==> src/core/rcf_pkg.sv <==
package rcf_pkg;

  // ****************************************************************
  // register map and bus widths
  // ****************************************************************
  localparam int DATA_W = 16;
  localparam int ADDR_W = 8;
  localparam int MAC_W = 48;
  localparam int TX_FREE_W = 13;
  localparam logic [7:0] OFS_ADDR_FILTER = 8'h74;
  localparam logic [7:0] OFS_CSUM_BURST = 8'h76;
  localparam logic [7:0] OFS_TX_FREE = 8'h78;

  // ****************************************************************
  // field positions
  // ****************************************************************
  localparam int BIT_ACCEPT_BCAST = 7;
  localparam int BIT_ACCEPT_MCAST = 6;
  localparam int BIT_ACCEPT_UCAST = 5;
  localparam int BIT_ACCEPT_ALL = 4;
  localparam int BIT_RSVD_HI = 3;
  localparam int BIT_RSVD_LO = 2;
  localparam int BIT_INVERSE = 1;
  localparam int BIT_RX_RUN = 0;
  localparam int BURST_MSB = 7;
  localparam int BURST_LSB = 5;
  localparam int BIT_FRAG_BYPASS = 4;
  localparam int BIT_ZERO_PASS = 3;
  localparam int BIT_UDP_LITE = 2;
  localparam int BIT_ICMP_VERIFY = 1;
  localparam int BIT_OWN_SRC_DROP = 0;
  // the group bit is the first transmitted bit of the first octet
  localparam int BIT_DST_GROUP = 40;

  // ****************************************************************
  // reset values
  // ****************************************************************
  localparam logic [15:0] RST_ADDR_FILTER = 16'h0000;
  localparam logic [15:0] RST_CSUM_BURST = 16'h0004;

  // ****************************************************************
  // receive queue read burst codes
  // ****************************************************************
  localparam logic [2:0] BURST_4B = 3'h0;
  localparam logic [2:0] BURST_8B = 3'h1;
  localparam logic [2:0] BURST_16B = 3'h2;
  localparam logic [2:0] BURST_32B = 3'h3;
  localparam logic [2:0] BURST_FRAME = 3'h4;

  typedef enum logic [1:0]
  {
    RCF_STOPPED = 2'b00,
    RCF_RUNNING = 2'b01,
    RCF_DRAINING = 2'b11
  } rcf_run_t;

endpackage

==> src/core/rcf_cfg_if.sv <==
`timescale 1ns/1ps
interface rcf_cfg_if;
  logic acceptBcast;
  logic acceptMcast;
  logic acceptUcast;
  logic acceptAll;
  logic inverseFilter;
  logic fragBypass;
  logic zeroPass;
  logic udpLiteOn;
  logic icmpVerify;
  logic ownSrcDrop;
  logic framePass;

  modport ctrl
  (
    output acceptBcast, acceptMcast, acceptUcast, acceptAll, inverseFilter,
    output fragBypass, zeroPass, udpLiteOn, icmpVerify, ownSrcDrop,
    input framePass
  );
  modport filt
  (
    input acceptBcast, acceptMcast, acceptUcast, acceptAll, inverseFilter,
    input fragBypass, zeroPass, udpLiteOn, icmpVerify, ownSrcDrop,
    output framePass
  );
endinterface

==> src/core/rcf_frame_filter.sv <==
`timescale 1ns/1ps
module rcf_frame_filter
(
  rcf_cfg_if.filt cfg,
  input wire logic [rcf_pkg::MAC_W-1:0] stationAddr,
  input wire logic [rcf_pkg::MAC_W-1:0] dstAddr,
  input wire logic [rcf_pkg::MAC_W-1:0] srcAddr,
  input wire logic isUdp,
  input wire logic isUdpLite,
  input wire logic isIcmp,
  input wire logic isFragment,
  input wire logic udpCsumZero,
  input wire logic udpCsumBad,
  input wire logic icmpCsumBad
);

  function automatic logic addrMatch(input logic [rcf_pkg::MAC_W-1:0] a,
                                     input logic [rcf_pkg::MAC_W-1:0] b);
    addrMatch = (a == b);
  endfunction

  logic isBcast;
  logic isMcast;
  logic normalHit;
  logic addrPass;
  logic udpDrop;
  logic liteDrop;
  logic icmpDrop;
  logic srcDrop;

  // ****************************************************************
  // destination address decision
  // ****************************************************************
  always_comb
  begin
    isBcast = &dstAddr;
    // broadcast has the group bit set, so multicast covers it
    isMcast = dstAddr[rcf_pkg::BIT_DST_GROUP];
    normalHit = (cfg.acceptMcast && isMcast) || // RULE_01
                (cfg.acceptBcast && isBcast) || // RULE_15
                (cfg.acceptUcast && !isMcast && addrMatch(dstAddr, stationAddr)); // RULE_02
    if (cfg.acceptAll)
    begin
      addrPass = 1'b1; // RULE_03
    end
    else
    begin
      addrPass = cfg.inverseFilter ? !normalHit : normalHit; // RULE_04
    end
  end

  // ****************************************************************
  // checksum and source policy
  // ****************************************************************
  always_comb
  begin
    // a zero udp checksum means "not computed", never a bad one
    udpDrop = isUdp && (udpCsumZero ? !cfg.zeroPass : // RULE_09
              (udpCsumBad && !(isFragment && cfg.fragBypass))); // RULE_08
    liteDrop = isUdpLite && cfg.udpLiteOn && udpCsumBad &&
               !(isFragment && cfg.fragBypass); // RULE_10
    icmpDrop = isIcmp && cfg.icmpVerify && !isFragment && icmpCsumBad; // RULE_11
    srcDrop = cfg.ownSrcDrop && addrMatch(srcAddr, stationAddr); // RULE_12
    cfg.framePass = addrPass && !udpDrop && !liteDrop && !icmpDrop && !srcDrop;
  end

endmodule

==> src/core/rcf_rx_control.sv <==
`timescale 1ns/1ps
// Overview of operation
// RULE_01 - multicast-accept bit takes every multicast frame, broadcast included.
// RULE_02 - unicast-accept bit takes unicast frames matching the station address.
// RULE_03 - accept-all bit takes every frame whatever its destination.
// RULE_04 - inverse-filter bit reverses the destination address decision.
// RULE_05 - run bit starts receiving; clearing stops after the current frame.
// RULE_06 - write-only bits 7-5 choose receive queue read burst: 4,8,16,32,frame.
// RULE_07 - host sends a queue read command byte before every burst.
// RULE_08 - fragment bypass passes checksum check for fragmented udp frames.
// RULE_09 - zero udp checksum frames pass when bit set, dropped when clear.
// RULE_10 - udp-lite checksum check and generation, on after reset.
// RULE_11 - icmp verify drops non-fragmented icmp frames with bad checksum.
// RULE_12 - own-source drop discards frames sourced from the station address.
// RULE_13 - read-only bits 12-0 report free transmit queue bytes.
// RULE_14 - host checks free space covers the next frame before writing.
// RULE_15 - broadcast-accept bit takes every broadcast frame.
// RULE_16 - free count falls on host writes, rises when frames release space.
// RULE_17 - reserved burst codes are ignored; the previous code stays.
module rcf_rx_control
#(
  parameter int TX_QUEUE_BYTES = 8191
)
(
  input wire logic clk,
  input wire logic reset_n,
  input wire logic [rcf_pkg::ADDR_W-1:0] regAddr,
  input wire logic [rcf_pkg::DATA_W-1:0] regWrData,
  input wire logic regWrEn,
  input wire logic regRdEn,
  output logic [rcf_pkg::DATA_W-1:0] regRdData,
  input wire logic [rcf_pkg::MAC_W-1:0] stationAddr,
  input wire logic frameStart,
  input wire logic frameEnd,
  input wire logic [rcf_pkg::MAC_W-1:0] dstAddr,
  input wire logic [rcf_pkg::MAC_W-1:0] srcAddr,
  input wire logic isUdp,
  input wire logic isUdpLite,
  input wire logic isIcmp,
  input wire logic isFragment,
  input wire logic udpCsumZero,
  input wire logic udpCsumBad,
  input wire logic icmpCsumBad,
  output logic rxRunning,
  output logic frameAccept,
  output logic frameDrop,
  output logic [2:0] rxqBurstCode,
  output logic rxqBurstWhole,
  output logic udpLiteTxGen,
  input wire logic txqWrStrobe,
  input wire logic [rcf_pkg::TX_FREE_W-1:0] txqWrBytes,
  input wire logic txqRelStrobe,
  input wire logic [rcf_pkg::TX_FREE_W-1:0] txqRelBytes,
  output logic [rcf_pkg::TX_FREE_W-1:0] txFreeBytes
);

  localparam logic [rcf_pkg::TX_FREE_W:0] TX_MAX = (rcf_pkg::TX_FREE_W+1)'(TX_QUEUE_BYTES);

  if (TX_QUEUE_BYTES < 1 || TX_QUEUE_BYTES > (1 << rcf_pkg::TX_FREE_W) - 1)
  begin : g_bad_size
    $error("TX_QUEUE_BYTES does not fit the free-space field");
  end

  rcf_cfg_if cfg ();

  logic [15:0] addrFilter_r;
  logic [15:0] addrFilter_nxt;
  logic [4:0] csumCfg_r;
  logic [4:0] csumCfg_nxt;
  logic [2:0] burst_r;
  logic [2:0] burst_nxt;
  logic burstWhole_r;
  logic burstWhole_nxt;
  logic [rcf_pkg::DATA_W-1:0] rdData_r;
  logic [rcf_pkg::DATA_W-1:0] rdData_nxt;
  rcf_pkg::rcf_run_t state_r;
  rcf_pkg::rcf_run_t state_nxt;
  logic inFrame_r;
  logic inFrame_nxt;
  logic running_r;
  logic running_nxt;
  logic accept_r;
  logic accept_nxt;
  logic drop_r;
  logic drop_nxt;
  logic [rcf_pkg::TX_FREE_W-1:0] txFree_r;
  logic [rcf_pkg::TX_FREE_W-1:0] txFree_nxt;
  logic [rcf_pkg::TX_FREE_W:0] txSum;
  logic wrFilter;
  logic wrCsum;
  logic runBit;

  // ****************************************************************
  // register file
  // ****************************************************************
  assign wrFilter = regWrEn && (regAddr == rcf_pkg::OFS_ADDR_FILTER);
  assign wrCsum = regWrEn && (regAddr == rcf_pkg::OFS_CSUM_BURST);
  assign runBit = addrFilter_r[rcf_pkg::BIT_RX_RUN];

  always_comb
  begin
    addrFilter_nxt = addrFilter_r;
    csumCfg_nxt = csumCfg_r;
    burst_nxt = burst_r;
    rdData_nxt = rdData_r;
    if (wrFilter)
    begin
      // upper control bits live elsewhere; only the low byte is held here
      addrFilter_nxt = {8'h00, regWrData[7:0]};
    end
    if (wrCsum)
    begin
      csumCfg_nxt = regWrData[4:0];
      // a reserved code would leave the queue reader without a length
      if (regWrData[rcf_pkg::BURST_MSB:rcf_pkg::BURST_LSB] <= rcf_pkg::BURST_FRAME)
      begin
        burst_nxt = regWrData[rcf_pkg::BURST_MSB:rcf_pkg::BURST_LSB]; // RULE_06 RULE_17
      end
    end
    if (regRdEn)
    begin
      case (regAddr)
        rcf_pkg::OFS_ADDR_FILTER: rdData_nxt = addrFilter_r;
        // burst code is write-only and reads back as zero
        rcf_pkg::OFS_CSUM_BURST: rdData_nxt = {11'h000, csumCfg_r};
        rcf_pkg::OFS_TX_FREE: rdData_nxt = {3'h0, txFree_r}; // RULE_13
        default: rdData_nxt = 16'h0000;
      endcase
    end
    burstWhole_nxt = (burst_nxt == rcf_pkg::BURST_FRAME); // RULE_06
  end

  always_ff @(posedge clk or negedge reset_n)
  begin
    if (!reset_n)
    begin
      addrFilter_r <= rcf_pkg::RST_ADDR_FILTER;
      csumCfg_r <= rcf_pkg::RST_CSUM_BURST[4:0]; // RULE_10
      burst_r <= rcf_pkg::BURST_4B;
      burstWhole_r <= 1'b0;
      rdData_r <= 16'h0000;
    end
    else
    begin
      addrFilter_r <= addrFilter_nxt;
      csumCfg_r <= csumCfg_nxt;
      burst_r <= burst_nxt;
      burstWhole_r <= burstWhole_nxt;
      rdData_r <= rdData_nxt;
    end
  end

  assign cfg.acceptBcast = addrFilter_r[rcf_pkg::BIT_ACCEPT_BCAST];
  assign cfg.acceptMcast = addrFilter_r[rcf_pkg::BIT_ACCEPT_MCAST];
  assign cfg.acceptUcast = addrFilter_r[rcf_pkg::BIT_ACCEPT_UCAST];
  assign cfg.acceptAll = addrFilter_r[rcf_pkg::BIT_ACCEPT_ALL];
  assign cfg.inverseFilter = addrFilter_r[rcf_pkg::BIT_INVERSE];
  assign cfg.fragBypass = csumCfg_r[rcf_pkg::BIT_FRAG_BYPASS];
  assign cfg.zeroPass = csumCfg_r[rcf_pkg::BIT_ZERO_PASS];
  assign cfg.udpLiteOn = csumCfg_r[rcf_pkg::BIT_UDP_LITE];
  assign cfg.icmpVerify = csumCfg_r[rcf_pkg::BIT_ICMP_VERIFY];
  assign cfg.ownSrcDrop = csumCfg_r[rcf_pkg::BIT_OWN_SRC_DROP];

  rcf_frame_filter u_filter
  (
    .cfg(cfg.filt),
    .stationAddr(stationAddr),
    .dstAddr(dstAddr),
    .srcAddr(srcAddr),
    .isUdp(isUdp),
    .isUdpLite(isUdpLite),
    .isIcmp(isIcmp),
    .isFragment(isFragment),
    .udpCsumZero(udpCsumZero),
    .udpCsumBad(udpCsumBad),
    .icmpCsumBad(icmpCsumBad)
  );

  // ****************************************************************
  // receive run state and frame verdict
  // ****************************************************************
  always_comb
  begin
    state_nxt = state_r;
    inFrame_nxt = inFrame_r;
    case (state_r)
      rcf_pkg::RCF_STOPPED:
      begin
        if (runBit)
        begin
          state_nxt = rcf_pkg::RCF_RUNNING; // RULE_05
        end
      end
      rcf_pkg::RCF_RUNNING:
      begin
        if (!runBit)
        begin
          state_nxt = (inFrame_r && !frameEnd) ? rcf_pkg::RCF_DRAINING
                                                : rcf_pkg::RCF_STOPPED; // RULE_05
        end
      end
      rcf_pkg::RCF_DRAINING:
      begin
        if (runBit)
        begin
          state_nxt = rcf_pkg::RCF_RUNNING;
        end
        else if (frameEnd)
        begin
          state_nxt = rcf_pkg::RCF_STOPPED; // RULE_05
        end
      end
      default: state_nxt = rcf_pkg::RCF_STOPPED;
    endcase
    // only frames that begin while running are taken; a stopped receiver ignores starts
    if (frameEnd)
    begin
      inFrame_nxt = 1'b0;
    end
    else if (frameStart && state_r == rcf_pkg::RCF_RUNNING && runBit)
    begin
      inFrame_nxt = 1'b1;
    end
    running_nxt = (state_nxt != rcf_pkg::RCF_STOPPED);
    accept_nxt = frameEnd && inFrame_r && cfg.framePass;
    drop_nxt = frameEnd && inFrame_r && !cfg.framePass;
  end

  always_ff @(posedge clk or negedge reset_n)
  begin
    if (!reset_n)
    begin
      state_r <= rcf_pkg::RCF_STOPPED;
      inFrame_r <= 1'b0;
      running_r <= 1'b0;
      accept_r <= 1'b0;
      drop_r <= 1'b0;
    end
    else
    begin
      state_r <= state_nxt;
      inFrame_r <= inFrame_nxt;
      running_r <= running_nxt;
      accept_r <= accept_nxt;
      drop_r <= drop_nxt;
    end
  end

  // ****************************************************************
  // transmit queue free space
  // ****************************************************************
  always_comb
  begin
    // clamp both ends so a bookkeeping slip cannot wrap the count
    txSum = {1'b0, txFree_r};
    if (txqRelStrobe)
    begin
      txSum = txSum + {1'b0, txqRelBytes}; // RULE_16
    end
    if (txSum > TX_MAX)
    begin
      txSum = TX_MAX;
    end
    if (txqWrStrobe)
    begin
      txSum = (txSum > {1'b0, txqWrBytes}) ? txSum - {1'b0, txqWrBytes}
                                           : '0; // RULE_16
    end
    txFree_nxt = txSum[rcf_pkg::TX_FREE_W-1:0];
  end

  always_ff @(posedge clk or negedge reset_n)
  begin
    if (!reset_n)
    begin
      txFree_r <= TX_MAX[rcf_pkg::TX_FREE_W-1:0];
    end
    else
    begin
      txFree_r <= txFree_nxt;
    end
  end

  assign regRdData = rdData_r;
  assign rxRunning = running_r;
  assign frameAccept = accept_r;
  assign frameDrop = drop_r;
  assign rxqBurstCode = burst_r;
  assign rxqBurstWhole = burstWhole_r;
  assign udpLiteTxGen = csumCfg_r[rcf_pkg::BIT_UDP_LITE];
  assign txFreeBytes = txFree_r;

  logic cleanEnd;
  assign cleanEnd = frameEnd && inFrame_r && !isUdp && !isUdpLite && !isIcmp &&
                    (srcAddr != stationAddr);
endmodule

==> config.mk <==
export PLATFORM = sky130hd
export DESIGN_NAME = rcf_rx_control
export DESIGN_NICKNAME = d
export VERILOG_FILES = /design/src/core/rcf_pkg.sv /design/src/core/rcf_cfg_if.sv /design/src/core/rcf_frame_filter.sv /design/src/core/rcf_rx_control.sv
export SDC_FILE = /design/constraint.sdc
export NUM_CORES = 1
export LEC_CHECK = 0
export ABC_AREA = 1
export BUFFER_PORTS_ARGS = -buffer_cell sky130_fd_sc_hd__buf_2
export CORE_ASPECT_RATIO = 1.2
export CORE_MARGIN = 3
export CORE_UTILIZATION = 48
export CTS_CLUSTER_SIZE = 20
export DETAILED_ROUTE_END_ITERATION = 6
export PLACE_DENSITY_LB_ADDON = 0.1
export SKIP_LAST_GASP = 1
export SLEW_MARGIN = 0
export SYNTH_ARGS = -nofsm -noshare
export SYNTH_HDL_FRONTEND = slang
export SYNTH_SLANG_ARGS = --single-unit
==> constraint.sdc <==
create_clock -name clk -period 3.8 [get_ports clk]
set_input_delay 0.38 -clock clk [delete_from_list [all_inputs] [get_ports clk]]
set_output_delay 0.38 -clock clk [all_outputs]
set_load 0.02 [all_outputs]
[After elaboration in Yosys (flattened, before gate mapping)]
Cells that the tools add are included.
W data, S select, Z words.
Storage, ports and cells
  word-level logic and storage cells: 85
  flip-flop bits (word level): 52
  bits of input ports: 209
  output and inout port bits: 37
Cells by class
  reductions and logical operators: 43
  order comparisons: 3
  equality and inequality tests: 8
  $add $sub $neg: 2
  multiplexer cells: 18
Operators with widths (number)
  $eq A48 B48 Y1: 2
  $reduce_and A48 Y1: 1
  $pmux W13 S3: 1
  $mux W14: 2
  $logic_and A1 B1 Y1: 26
  $mux W13: 2
  $eq A8 B7 Y1 const B: 3
  $add A13 B13 Y14: 1
  $gt A14 B13 Y1: 1
  $gt A14 B13 Y1 const B: 1
  $sub A13 B13 Y13: 1
  $logic_not A1 Y1: 11
  $mux W2: 5
  $mux W3: 2
  $pmux W2 S3: 1
  $mux W1: 5
  $reduce_bool A2 Y1: 2
  $eq A3 B3 Y1 const B: 1
  $le A3 B3 Y1 const B: 1
  $eq A2 B1 Y1 const B: 1
  $eq A2 B2 Y1 const B: 1
  $logic_not A2 Y1: 1
  $logic_or A1 B1 Y1: 2

[Longest topological paths before layout]
  depth in word-level cells: 13
  mapped depth: 23
  gate-level depth less buffers: 23

[By module]
A second synthesis with hierarchy kept.
Unflattened totals
  cells, all modules: 989
  area total of the unflattened synthesis: 5726.7 um^2
By module, submodules not included
  rcf_rx_control: cells each 599, area each 3956.3 um^2, times used 1, sequential area each 1243.7 um^2
  rcf_frame_filter: cells each 390, area each 1770.4 um^2, times used 1, sequential area each 0.0 um^2

[Least setup slack after synthesis]
OpenSTA, ideal clock, no wires.
  kind: reg2reg
  start: register txFree_r, in the netlist txFreeBytes[2]
  end: register txFree_r, in the netlist txFreeBytes[9]
  data required time: 3.723 ns
  period minus slack after synthesis: 3.134 ns
  library setup time: 0.077 ns
  arrival: 3.058 ns
  slack: 0.666 ns
  cell stages (with the launch flop): 21
  path buffers: 0
  cells stage by stage: dfstp_2 ha_1 nand3_1 nand3_1 a21boi_2 nor2_1 nor2_1 xor2_1 nand3_1 and2_1 ha_1 a21oi_1 nor2_1 a211oi_1 nand3_1 nand2_1 nand2_2 nand3_4 clkinv_2 nand2_1 nand2_1
On the way
  longest elaborated chain between the ends: 7
  elaborated cells on any way between the ends: 8
  classes of those cells: add/sub: 2; order compare: 2; mux: 4
Ends and longest elaborated chain
  start: declaration: RTL line rcf_rx_control.sv:86  | logic [rcf_pkg::TX_FREE_W-1:0] txFree_r;
  start signal: assignment: RTL line rcf_rx_control.sv:276  | txFree_r <= TX_MAX[rcf_pkg::TX_FREE_W-1:0];
  start signal: assignment: RTL line rcf_rx_control.sv:280  | txFree_r <= txFree_nxt;
  $add A13 B13 Y14: RTL line rcf_rx_control.sv:258  | txSum = txSum + {1'b0, txqRelBytes};
  $mux W14 (*): RTL line rcf_rx_control.sv:256  | if (txqRelStrobe)
  $gt A14 B13 Y1: RTL line rcf_rx_control.sv:260  | if (txSum > TX_MAX)
  $mux W14 (*): RTL line rcf_rx_control.sv:260
  $sub A13 B13 Y13 or $gt A14 B13 Y1 (tied branches): RTL line rcf_rx_control.sv:266  | txSum = (txSum > {1'b0, txqWrBytes}) ? txSum - {1'b0, txqWrBytes}
  $mux W13: RTL line rcf_rx_control.sv:266
  $mux W13 (*): RTL line rcf_rx_control.sv:264  | if (txqWrStrobe)
  net txSum, one bit: RTL line rcf_rx_control.sv:88  | logic [rcf_pkg::TX_FREE_W:0] txSum;
Mark *: on every way through the listed nets, which the timed path passes. The rest lies on a longest branch.
A chain may end at the register's enable or synchronous reset.

[Final worst setup path]
Ends and elaborated chain as after synthesis.

==> reports/qor.yml <==
drv_cap: 0
vias: 6259
fmax_mhz: 287
synth_warnings: 0
place_area_um2: 6540
cts_sinks: 49
cts_root_buf: "clkbuf_16"
syn_area_um2: 5250
viasPerCell: 5.04
ir_drop_uv: 508
yosysUniqueCellTypes: 45
regArea_um2: 1240
ff2ff_path_depth: 20
place.gp.congestion: 0.975
start_util_pct: 49.5
portBuffers: 234
skew_ps: 10.7
drc: 0
netlist_top_cells_area: "nand2_1, dfrtp_1, inv_1"
globalRoute.totalOverflow: 0
ctsHoldBuffers: 0
hold_viol_final: 0
power.density_nw_per_um2: 471
multi_input_area_um2: 3380
synth_common_cells: "nand2_1, inv_1, nor2_1, o21ai_0"
grtUsageTotal_pct: 30.6
finalWorstSetupSlack_ps: 310
fin_crit_ps: 3490
finalInstanceArea_um2: 6710
cp-start-kind: "flip-flop"
drv_slew: 0
wl_mm: 19.1
worst_ep_required_time_ps: 4020
pre_cts_ws_ps: 339
rows: 41
grt_pass1_vias: 6021
synth_seq_cells: 49
drt_iter0_drc: 239
leakagePower_nw: 3.96
wl_per_cell_um: 15.4
die_h_um: 121
cts_tree: "done"
crit_path_max_fanout: 9
grt_max_degree: 50
die_x_um: 102
io_pins: 246
endpoint_kind: "flip-flop"
path_clk_slew_ps: 70
dp_hpwl_mm: 16.7
fill_cells: 1102
fin_hold_ws_ps: 295
avgSynthCellArea_um2: 6.00
yosysTopAreaCell: "nand2_1"
cts_buffers: 5
postSynth.asyncResetShare_pct: 100
postRouteAntennaNets: 0
post_cts_resized: 0
syn_to_final_growth_pct: 27.7
fp.dieArea_um2: 12200
setup_viol: 0
tns_ps: 0
synth_edf_count: 0
path_class: "flip-flop to flip-flop"
fin_crit_sh_pct: 91.8
syn_inst: 875
relSlewSlack_pct: 27.6
antenna_found_initial: 7
final_nets: 1345
core_area_um2: 10600
outcome: "completed"
insertion_delay_ps: 290
drive_gt1_share_pct: 25.0
min_path_type: "primary input to asynchronous set/reset pin"
critPathArrivalTime_ps: 3710
synth_ff_type: "dfrtp_1"
grt_pass1_wl_mm: 28.8
tightest_slew_ps: 1090
yosysMostFrequentCell: "nand2_1"
clk_path_buf_depth: 2
post_cts_buffers: 0
yosysSeqAreaShare_pct: 23.7
cts.htree.levels: 2
drt-pass1-iter-count: 5
yosysTopAreaCellShare_pct: 20.9
-- report_power, final --
| part | switching, mW | internal, mW | leakage (nW) |
|---|---|---|---|
| sequential | 0.101 | 0.653 | 0.609 |
| clock | 0.200 | 0.262 | 0.0769 |
| combinational | 1.22 | 0.731 | 3.27 |
| total | 1.52 | 1.65 | 3.96 |
-- per-stage QoR --
stage | utilization [%] | instances | total power [mW]
after global routing | 63.2 | 1241 | 3.44
after floorplan | - | 877 | 2.11
after detailed placement | 61.6 | 1230 | 2.69
after CTS | 63.1 | 1238 | 3.17
after global placement | 61.6 | 1230 | 2.68
final | 63.2 | 1242 | 3.16
-- final cells by class --
cell class / count / share of cell area, %
diodes: 4 / 0.149
clock buffers: 6 / 2.07
clock inverters: 2 / 0.205
inverters: 157 / 8.80
multi-input cells: 661 / 50.4
flip-flops and latches: 49 / 18.5
well taps: 129 / 2.41
repair buffers: 234 / 17.5
-- state kept, by name (all words and copies together) (netlist names) --
register       cells
regRdData         13
state_r            2
csumCfg_r          5
rxRunning          1
rxqBurstWhole      1
txFreeBytes       13
rxqBurstCode       3
frameDrop          1
frameAccept        1
addrFilter_r       8
inFrame_r          1
-- cell families after synthesis --
logic type | Yosys count | synth area share, %
fa+ha+maj | 28 | 6.95
flops | 49 | 23.7
xor+xnor | 41 | 6.84
other cells | 1 | 0.0714
simple gates | 460 | 36.6
buf+inv | 167 | 12.2
compound gates | 129 | 13.6
-- placed cells by master, fill, tap and decap left out, drive strengths merged --
cell and instances:
o211ai 2, nand2 297, fa 2, dfrtp 35
xor2 21, nand3 36, nor4 1, a211oi 2
buf 234, clkbuf 6, o31ai 1, inv 156
o21a 1, a22oi 2, a21boi 2, a31oi 2
conb 3, diode 4, nor2 79, o21bai 3
a22o 2, o22ai 15, nand3b 1, xnor2 20
and2 2, nand4 15, dfstp 14, or2 7
a21oi 28, a21o 1, ha 26, clkinv 3
o21ai 68, nor3 22
-- critical path, stage by stage, from the launching register on --
cell      delay, ps
dfstp_2         560
ha_1            290
nand3_1         110
nand3_1         160
a21boi_2        260
nor2_1           60
nor2_1          110
xor2_1          150
nand3_1         110
and2_1          170
ha_1            340
a21oi_2         170
nor2_1           50
a211oi_1        180
nand3_1         140
nand2_1         100
nand2_2          60
nand3_4         110
clkinv_2        130
nand2_1          90
nand2_1          50
-- worst paths after layout --
check	from	endpoint	slack [ps]
worst max register to register	txFreeBytes[2]	txFreeBytes[9]	310
worst max-delay path	txFreeBytes[2]	txFreeBytes[9]	310
worst min-delay path	reset_n	regRdData[8]	290
min in group clk	regWrData[2]	csumCfg_r[2]	320
max in group asynchronous	reset_n	frameAccept	2840
worst min register to register	addrFilter_r[0]	state_r[1]	460
-- layer usage --
layer  part of all wire (%)  routed length [um]  vias up  track usage, %
li1                       -                   -     3206               -
met1                     37                7070     2752            33.5
met2                     51                9640      243            55.8
met3                    8.2                1570       52            7.10
met4                    4.0                 770        6            12.0
met5                   0.18                  35        -               0
Power figures use the tool's default switching activity.
